### config.mk
export PLATFORM = sky130hd
export DESIGN_NAME = gpx_port
export DESIGN_NICKNAME = d
export VERILOG_FILES = /design/src/verilog/gpx_pkg.sv /design/src/verilog/gpx_pin_detect.sv /design/src/verilog/gpx_port.sv
export SDC_FILE = /design/constraint.sdc
export NUM_CORES = 2
export LEC_CHECK = 0
export BUFFER_PORTS_ARGS = -buffer_cell sky130_fd_sc_hd__buf_2
export CAP_MARGIN = 15
export CORE_ASPECT_RATIO = 0.9
export CORE_MARGIN = 4
export CORE_UTILIZATION = 35
export DETAILED_ROUTE_END_ITERATION = 8
export SYNTH_ARGS = -nofsm -noshare
export SYNTH_HDL_FRONTEND = slang
export SYNTH_SLANG_ARGS = --single-unit
### constraint.sdc
create_clock -name clk -period 2.7 [get_ports clk]
set_input_delay 0.135 -clock clk [delete_from_list [all_inputs] [get_ports clk]]
set_output_delay 0.135 -clock clk [all_outputs]
set_load 0.02 [all_outputs]
### src/verilog/gpx_pkg.sv
// Package for the general-purpose pin port: register map, bank layout and helpers
// Functional notes
// - Port offers 67 main-domain pins and 20 always-on pins, each pin independent.
// - Main pins split into banks: 0-21, 22-48, 49-66; always-on pins form fourth bank.
// - Each pin output value bit drives that pad's output buffer.
// - Direction register bit chooses per pad between driven output and input.
// - Read-only pad input register returns each pad level, whatever the direction.
// - Each pin can interrupt on high level, low level, rising or falling edge.
// - Per-pin mask gates interrupts; raw and masked status are both readable.
// - All pin interrupts OR into one output; it has no mask of its own.
// - New interrupts latch only on input pins; pending ones survive a switch to output.
// - Writing one to edge-clear clears that pin's edge interrupt, raw and masked.
// - Edge-clear writes do nothing to pins in level-sensitive mode.
// - Level interrupt stays while its source holds; removed by source clearing or mask.
// - One edge-clear write may clear many pins at once.
// - Edge detection always works on samples synchronised to the bus clock.
// - Level interrupts use synchronised or direct pad level, chosen by software.
`default_nettype none
package gpx_pkg;
    // Pin counts and bank layout
    localparam int GPX_MAIN_PINS = 67;
    localparam int GPX_AON_PINS  = 20;
    localparam int GPX_NUM_BANKS = 4;
    localparam int GPX_MAIN_BANKS = 3;
    localparam int GPX_BANK_W   [GPX_NUM_BANKS] = '{22, 27, 18, 20};
    localparam int GPX_BANK_LSB [GPX_NUM_BANKS] = '{0, 22, 49, 0};
    localparam int GPX_WORD_W = 32;

    // Address layout: bank index above, register offset below
    localparam int GPX_ADDR_W   = 8;
    localparam int GPX_BANK_MSB = 7;
    localparam int GPX_BANK_LSB_A = 6;
    localparam int GPX_REG_MSB  = 5;
    localparam logic [5:0] GPX_REG_OUT   = 6'h00;
    localparam logic [5:0] GPX_REG_DIR   = 6'h04;
    localparam logic [5:0] GPX_REG_INTEN = 6'h08;
    localparam logic [5:0] GPX_REG_MASK  = 6'h0C;
    localparam logic [5:0] GPX_REG_TRIG  = 6'h10;
    localparam logic [5:0] GPX_REG_POL   = 6'h14;
    localparam logic [5:0] GPX_REG_LSYNC = 6'h18;
    localparam logic [5:0] GPX_REG_RAW   = 6'h1C;
    localparam logic [5:0] GPX_REG_STAT  = 6'h20;
    localparam logic [5:0] GPX_REG_EOI   = 6'h24;
    localparam logic [5:0] GPX_REG_PADIN = 6'h28;

    // Every control register resets to this
    localparam logic [31:0] GPX_RST_VALUE = 32'h0000_0000;

    // Valid bits of a bank word; bits above the bank width read zero
    function automatic logic [31:0] gpxBankMask(input int b);
        logic [63:0] m;
        m = (64'h1 << GPX_BANK_W[b]) - 64'h1;
        return m[31:0];
    endfunction
endpackage
`default_nettype wire

### src/verilog/gpx_pin_detect.sv
// Pad synchroniser and edge finder for one bank of pins
`timescale 1ns/1ps
`default_nettype none
module gpx_pin_detect #(
    parameter int WIDTH = 32
) (
    input  wire logic             clk,
    input  wire logic             rst_n,
    input  wire logic [WIDTH-1:0] padIn,
    output logic      [WIDTH-1:0] syncLvl,
    output logic      [WIDTH-1:0] rise,
    output logic      [WIDTH-1:0] fall
);
    typedef struct packed {
        logic [WIDTH-1:0] meta;
        logic [WIDTH-1:0] sync;
        logic [WIDTH-1:0] prev;
    } gpx_det_state_t;

    gpx_det_state_t s_r;
    gpx_det_state_t s_nxt;

    // Two-flop chain, then one more sample to compare against
    always_comb begin
        s_nxt      = s_r;
        s_nxt.meta = padIn;
        s_nxt.sync = s_r.meta;
        s_nxt.prev = s_r.sync;
    end

    always_ff @(posedge clk) begin
        if (!rst_n) begin
            s_r <= '0;
        end else begin
            s_r <= s_nxt;
        end
    end

    // Only the second flop and the previous sample feed the comparators
    assign syncLvl = s_r.sync;
    assign rise    = s_r.sync & ~s_r.prev;
    assign fall    = ~s_r.sync & s_r.prev;
endmodule // gpx_pin_detect
`default_nettype wire

### src/verilog/gpx_port.sv
// General-purpose pin port with per-pin interrupts and register port
//
// The address-and-strobe port and the register offsets were decided locally.
`timescale 1ns/1ps
`default_nettype none
module gpx_port
    import gpx_pkg::*;
(
    input  wire logic                     clk,
    input  wire logic                     rst_n,
    input  wire logic [GPX_ADDR_W-1:0]    addr,
    input  wire logic [31:0]              wdata,
    input  wire logic                     wr,
    input  wire logic                     rd,
    output logic      [31:0]              rdata,
    input  wire logic [GPX_MAIN_PINS-1:0] mainPadIn,
    output logic      [GPX_MAIN_PINS-1:0] mainPadOut,
    output logic      [GPX_MAIN_PINS-1:0] mainPadOe,
    input  wire logic [GPX_AON_PINS-1:0]  aonPadIn,
    output logic      [GPX_AON_PINS-1:0]  aonPadOut,
    output logic      [GPX_AON_PINS-1:0]  aonPadOe,
    output logic                          irq
);
    localparam int NB = GPX_NUM_BANKS;

    typedef logic [NB-1:0][31:0] gpx_bank_words_t;

    // Whole register state of the port
    typedef struct packed {
        gpx_bank_words_t outVal;
        gpx_bank_words_t dir;       // 1 = output
        gpx_bank_words_t intEn;
        gpx_bank_words_t intMask;   // 1 = masked
        gpx_bank_words_t trigEdge;  // 1 = edge, 0 = level
        gpx_bank_words_t polHigh;   // 1 = high level or rising edge
        gpx_bank_words_t lvlSync;   // 1 = level path uses synchronised pad
        gpx_bank_words_t edgeRaw;
        logic [31:0]     rdata;
    } gpx_port_state_t;

    gpx_port_state_t s_r;
    gpx_port_state_t s_nxt;

    gpx_bank_words_t padInBank;
    gpx_bank_words_t syncBank;
    gpx_bank_words_t riseBank;
    gpx_bank_words_t fallBank;
    gpx_bank_words_t rawStat;
    gpx_bank_words_t maskStat;
    gpx_bank_words_t edgeSet;

    logic [1:0] bankSel;
    logic [5:0] regSel;

    assign bankSel = addr[GPX_BANK_MSB:GPX_BANK_LSB_A];
    assign regSel  = addr[GPX_REG_MSB:0];

    // Gather pads into bank words and drive pad outputs from the registers
    genvar b;
    generate
        for (b = 0; b < NB; b++) begin : g_bank
            localparam int W   = GPX_BANK_W[b];
            localparam int LSB = GPX_BANK_LSB[b];
            if (b < GPX_MAIN_BANKS) begin : g_main
                assign padInBank[b] = 32'(mainPadIn[LSB +: W]);
                assign mainPadOut[LSB +: W] = s_r.outVal[b][W-1:0];
                assign mainPadOe[LSB +: W]  = s_r.dir[b][W-1:0];
            end else begin : g_aon
                assign padInBank[b] = 32'(aonPadIn[LSB +: W]);
                assign aonPadOut = s_r.outVal[b][W-1:0];
                assign aonPadOe  = s_r.dir[b][W-1:0];
            end
            // Unused upper bits of each word are tied low and get pruned
            gpx_pin_detect #(
                .WIDTH (GPX_WORD_W)
            ) u_det (
                .clk     (clk),
                .rst_n   (rst_n),
                .padIn   (padInBank[b]),
                .syncLvl (syncBank[b]),
                .rise    (riseBank[b]),
                .fall    (fallBank[b])
            );
        end
    endgenerate

    // Interrupt status per bank, from edge latches and live level conditions
    always_comb begin
        logic [31:0] armed;
        logic [31:0] lvlSrc;
        logic [31:0] lvlHit;
        armed  = '0;
        lvlSrc = '0;
        lvlHit = '0;
        for (int i = 0; i < NB; i++) begin
            // Only enabled input pins may raise anything new
            armed = s_r.intEn[i] & ~s_r.dir[i] & gpxBankMask(i);
            // Software picks synchronised or direct pad for level triggers
            lvlSrc = (s_r.lvlSync[i] & syncBank[i])
                   | (~s_r.lvlSync[i] & padInBank[i]);
            lvlHit = ~(lvlSrc ^ s_r.polHigh[i]);
            edgeSet[i] = ((riseBank[i] & s_r.polHigh[i])
                        | (fallBank[i] & ~s_r.polHigh[i]))
                       & s_r.trigEdge[i] & armed;
            // Level status follows the source with no latch
            rawStat[i] = s_r.edgeRaw[i] | (lvlHit & ~s_r.trigEdge[i] & armed);
            maskStat[i] = rawStat[i] & ~s_r.intMask[i];
        end
    end

    // Combined request: plain OR of masked status, with no mask of its own
    assign irq = |maskStat;

    // Register writes, edge latching and read data
    always_comb begin
        logic [31:0] eoiClr;
        logic [31:0] wmask;
        s_nxt  = s_r;
        eoiClr = '0;
        wmask  = '0;
        for (int i = 0; i < NB; i++) begin
            wmask  = gpxBankMask(i);
            eoiClr = '0;
            if (wr && (bankSel == 2'(i))) begin
                unique case (regSel)
                    GPX_REG_OUT:   s_nxt.outVal[i]   = wdata & wmask;
                    GPX_REG_DIR:   s_nxt.dir[i]      = wdata & wmask;
                    GPX_REG_INTEN: s_nxt.intEn[i]    = wdata & wmask;
                    GPX_REG_MASK:  s_nxt.intMask[i]  = wdata & wmask;
                    GPX_REG_TRIG:  s_nxt.trigEdge[i] = wdata & wmask;
                    GPX_REG_POL:   s_nxt.polHigh[i]  = wdata & wmask;
                    GPX_REG_LSYNC: s_nxt.lvlSync[i]  = wdata & wmask;
                    // Level pins ignore the clear; many bits clear at once
                    GPX_REG_EOI:   eoiClr = wdata & s_r.trigEdge[i];
                    default:       eoiClr = '0;
                endcase
            end
            // A new edge in the clearing cycle wins over the clear
            s_nxt.edgeRaw[i] = (s_r.edgeRaw[i] & ~eoiClr) | edgeSet[i];
        end
        // Read data valid only in the cycle after the strobe
        s_nxt.rdata = GPX_RST_VALUE;
        if (rd) begin
            unique case (regSel)
                GPX_REG_OUT:   s_nxt.rdata = s_r.outVal[bankSel];
                GPX_REG_DIR:   s_nxt.rdata = s_r.dir[bankSel];
                GPX_REG_INTEN: s_nxt.rdata = s_r.intEn[bankSel];
                GPX_REG_MASK:  s_nxt.rdata = s_r.intMask[bankSel];
                GPX_REG_TRIG:  s_nxt.rdata = s_r.trigEdge[bankSel];
                GPX_REG_POL:   s_nxt.rdata = s_r.polHigh[bankSel];
                GPX_REG_LSYNC: s_nxt.rdata = s_r.lvlSync[bankSel];
                GPX_REG_RAW:   s_nxt.rdata = rawStat[bankSel];
                GPX_REG_STAT:  s_nxt.rdata = maskStat[bankSel];
                GPX_REG_PADIN: s_nxt.rdata = padInBank[bankSel];
                default:       s_nxt.rdata = GPX_RST_VALUE;
            endcase
        end
    end

    // Synchronous reset: all controls zero, so every pad starts as input
    always_ff @(posedge clk) begin
        if (!rst_n) begin
            s_r <= '0;
        end else begin
            s_r <= s_nxt;
        end
    end

    assign rdata = s_r.rdata;
endmodule // gpx_port
`default_nettype wire

==> impl_metrics.ini <==
[yosys]
syn_avg_cell_area_um2 = 8.65
synth-seq-cells = 984
yosysTopAreaCellShare_pct = 41.8
synth-edff-count = 0
syn_area_um2 = 47200
synth_cell_types = 61
seq_area_frac_synth_pct = 41.8
synthArstFlopShare_pct = 0
yosys.area.top_type = dfxtp_1
synthTopCellsByArea = dfxtp_1 (42%), nand2_1 (12%), a21boi_0 (11%)
yosys_warnings = 0
ys.flop_type = dfxtp_1
syn_inst = 5453

[run_status]
outcome = finished with violations
violations = negative setup slack

[sta]
fmax_mhz = 280
fin_worst_skew_ns = 0.0227
maxSlewViolCount = 0
period_share_pct = 132
slew_headroom_pct = 29.1
layout_setup_ws_ns = -0.868
rsz0062_at_grt = yes
setup_viol = 1
hold_viol = 0
hold_ws_ns = 0.0371
worst_pin_slew_ns = 1.06
fin_tns_setup_ns = -0.868
post-route-min-period_ns = 3.57

[cts]
cts_tree = built
h-tree-depth = 3
insertion_delay_ns = 0.73
clk_pin_slew_worst_paths_ns = 0.06
clock-sinks = 984
cts-root-buf = clkbuf_16
cts_inserted_buffers = 105
clockBufferDepth = 3

[pwr]
p_comb_share_pct = 5.7
sw_frac_of_total_pct = 23.6
peakVddDrop_v = 0.000446
p_int_uw = 24500
p_switching_uw = 7550
clock_power_share_pct = 48.2
p_leak_uw = 0.0210
pwr-share-seq_pct = 46.1
powerDensity_nw_per_um2 = 559

[job]
maxCapViolCount = 0

[floorplanning]
dieArea_um2 = 141000
die_y_um = 356
chipWidth_um = 395
ioPinCount = 338
start_util_pct = 35.3
num_rows = 127
core_um2 = 133000

[detailed_routing]
postRouteAntennaNets = 0
via_count = 43100
drtIter0Drc = 5542
wl_per_cell_um = 25.3
drt-vias-per-instance = 5.54
drc = 0
drt_wl_total_um = 196000
first_pass_iters = 8

[worst_setup_path]
required_ns = 2.57
end_kind = output pin
critPathKind = reg2out
startpoint_type = register
worst-path-max-fanout = 2
cp_data_arrival_time_ns = 3.43

[placement]
gp_congestion = 0.971
port_buffers = 327
dp_hpwl_um = 136000
place_ws_ns = -0.482

[global_routing]
track_usage_pct = 26.8
grt_pass1_wl_um = 280000
grt_pass1_vias = 40200
grt-ovfl-total = 0
grt_max_degree = 243
antenna_found_initial = 12

[worst_hold_path]
min_path_type = in2reg

[final_layout]
drive_gt1_share_pct = 20.5
syn2layout_area_growth_pct = 21.5
finish.utilization_pct = 42.9
nFillCells = 13100
final_nets = 6069
## cells in the mapped netlist, types with 5 or more instances
cell,number
a211o_1,6
a211oi_1,10
a21boi_0,680
a21oi_1,119
a221oi_1,12
a22o_1,15
a22oi_1,82
a31oi_1,26
a41oi_1,6
and2_1,265
and4b_1,13
buf_1,8
buf_2,40
buf_4,212
clkbuf_1,311
dfxtp_1,984
inv_1,18
mux2_2,9
mux2i_1,145
mux4_2,154
nand2_1,1549
nand2b_1,7
nand3_1,80
nand4_1,6
nand4b_1,74
nor2_1,203
nor3_1,13
nor3b_1,74
nor4_1,18
nor4b_1,14
nor4bb_1,11
o21a_1,15
o21ai_0,101
o21bai_1,6
o22ai_1,36
o31ai_1,5
xor2_1,74
## power by group through the flow
| stage | sequential (µW) | combinational (µW) | clock [µW] |
|---|---|---|---|
| 5_1_grt | 14800 | 1910 | 16200 |
| 2_1_floorplan | 15100 | 993 | 0 |
| 3_5_place_dp | 15100 | 1640 | 0 |
| 6_report | 14800 | 1810 | 15400 |
| 3_3_place_gp | 15100 | 1630 | 0 |
| 4_1_cts | 14800 | 1790 | 15600 |
## sequential cells by signal, indices dropped and copies added (netlist names)
name / flops
s_r: 522
g_bank.u_det.s_nxt: 87
g_bank.u_det.s_r: 87
g_bank.u_det.syncLvl: 87
mainPadOe: 67
mainPadOut: 67
rdata: 27
aonPadOe: 20
aonPadOut: 20
## cells by family after synthesis
kind of cell,after synthesis,share of synthesized area [%]
buf+inv,589,6.48
xor+xnor,74,1.37
simple gates,2354,22.6
other cells,1,0.00795
flops,984,41.8
compound gates,1141,17.0
mux,310,10.8
## through the flow
| stage | power [µW] | instances | area (µm²) |
|---|---|---|---|
| 3_3_place_gp | 16700 | 7457 | 52400 |
| 4_1_cts | 32200 | 7767 | 57300 |
| 6_report | 32000 | 7777 | 57300 |
| 2_1_floorplan | 16100 | 5457 | 47200 |
| 3_5_place_dp | 16700 | 7457 | 52400 |
| 5_1_grt | 32900 | 7774 | 57300 |
## area by class of cell
| cell class | instances | area, µm² | share of cell area (%) |
|---|---|---|---|
| multi-input cells | 3884 | 24700 | 43.1 |
| flip-flops and latches | 984 | 19700 | 34.4 |
| repair buffers | 945 | 7030 | 12.3 |
| clock buffers | 156 | 3200 | 5.58 |
| well taps | 1741 | 2180 | 3.80 |
| clock inverters | 40 | 450 | 0.786 |
| inverters | 18 | 67.6 | 0.118 |
| diodes | 9 | 22.5 | 0.0393 |
## cells in the final DEF (no fill, tap or decap), drive strengths merged, types with 18 or more instances in the layout
cell type,n
a21boi,683
nor3b,74
clkbuf,156
nand2,1549
o22ai,36
and2,267
mux4,156
a31oi,26
a22oi,82
inv,20
dfxtp,984
clkinv,25
nand4b,74
nand3,80
o21ai,101
nor4,18
buf,830
nor2,204
a21oi,119
xor2,74
mux2i,145
dlygate4sd3,115
## timing repair
item	4_1_cts	5_1_grt
hold buffers	115	0
endpoints found under the hold margin	595	0
buffers inserted	0	1
pin swaps	7	2
gates resized for setup	24	9
endpoints found under the setup margin	1	1
## metal layers
metal  GRT usage, %  vias to the layer above  wire length [µm]
li1               -                    19500                 -
met1           35.4                    20900             79700
met2           41.5                     2313             86500
met3           5.72                      468             19800
met4           13.1                        0             10500
met5              0                        -                 0
## worst max-delay path, cell delays in order, from the launching register on
cell	delay (ns)
dfxtp_1	0.35
mux2i_1	0.28
mux2i_2	0.38
a21oi_1	0.25
a2111o_1	0.40
nor4_1	0.18
nand4_1	0.11
or4_4	0.58
buf_6	0.17
## final timing paths
kind	cells past startpoint	endpoint	startpoint	slack [ns]
setup reg to reg	7	rdata[1]	s_r[161]	0.32
setup / recovery	8	irq	s_r[233]	-0.87
hold / removal	3	s_r[259]	wdata[3]	0.04
hold reg to reg	1	g_bank[3].u_det.syncLvl[17]	g_bank[3].u_det.s_nxt[49]	0.42
Note: power is estimated with default switching activity, not from simulation.
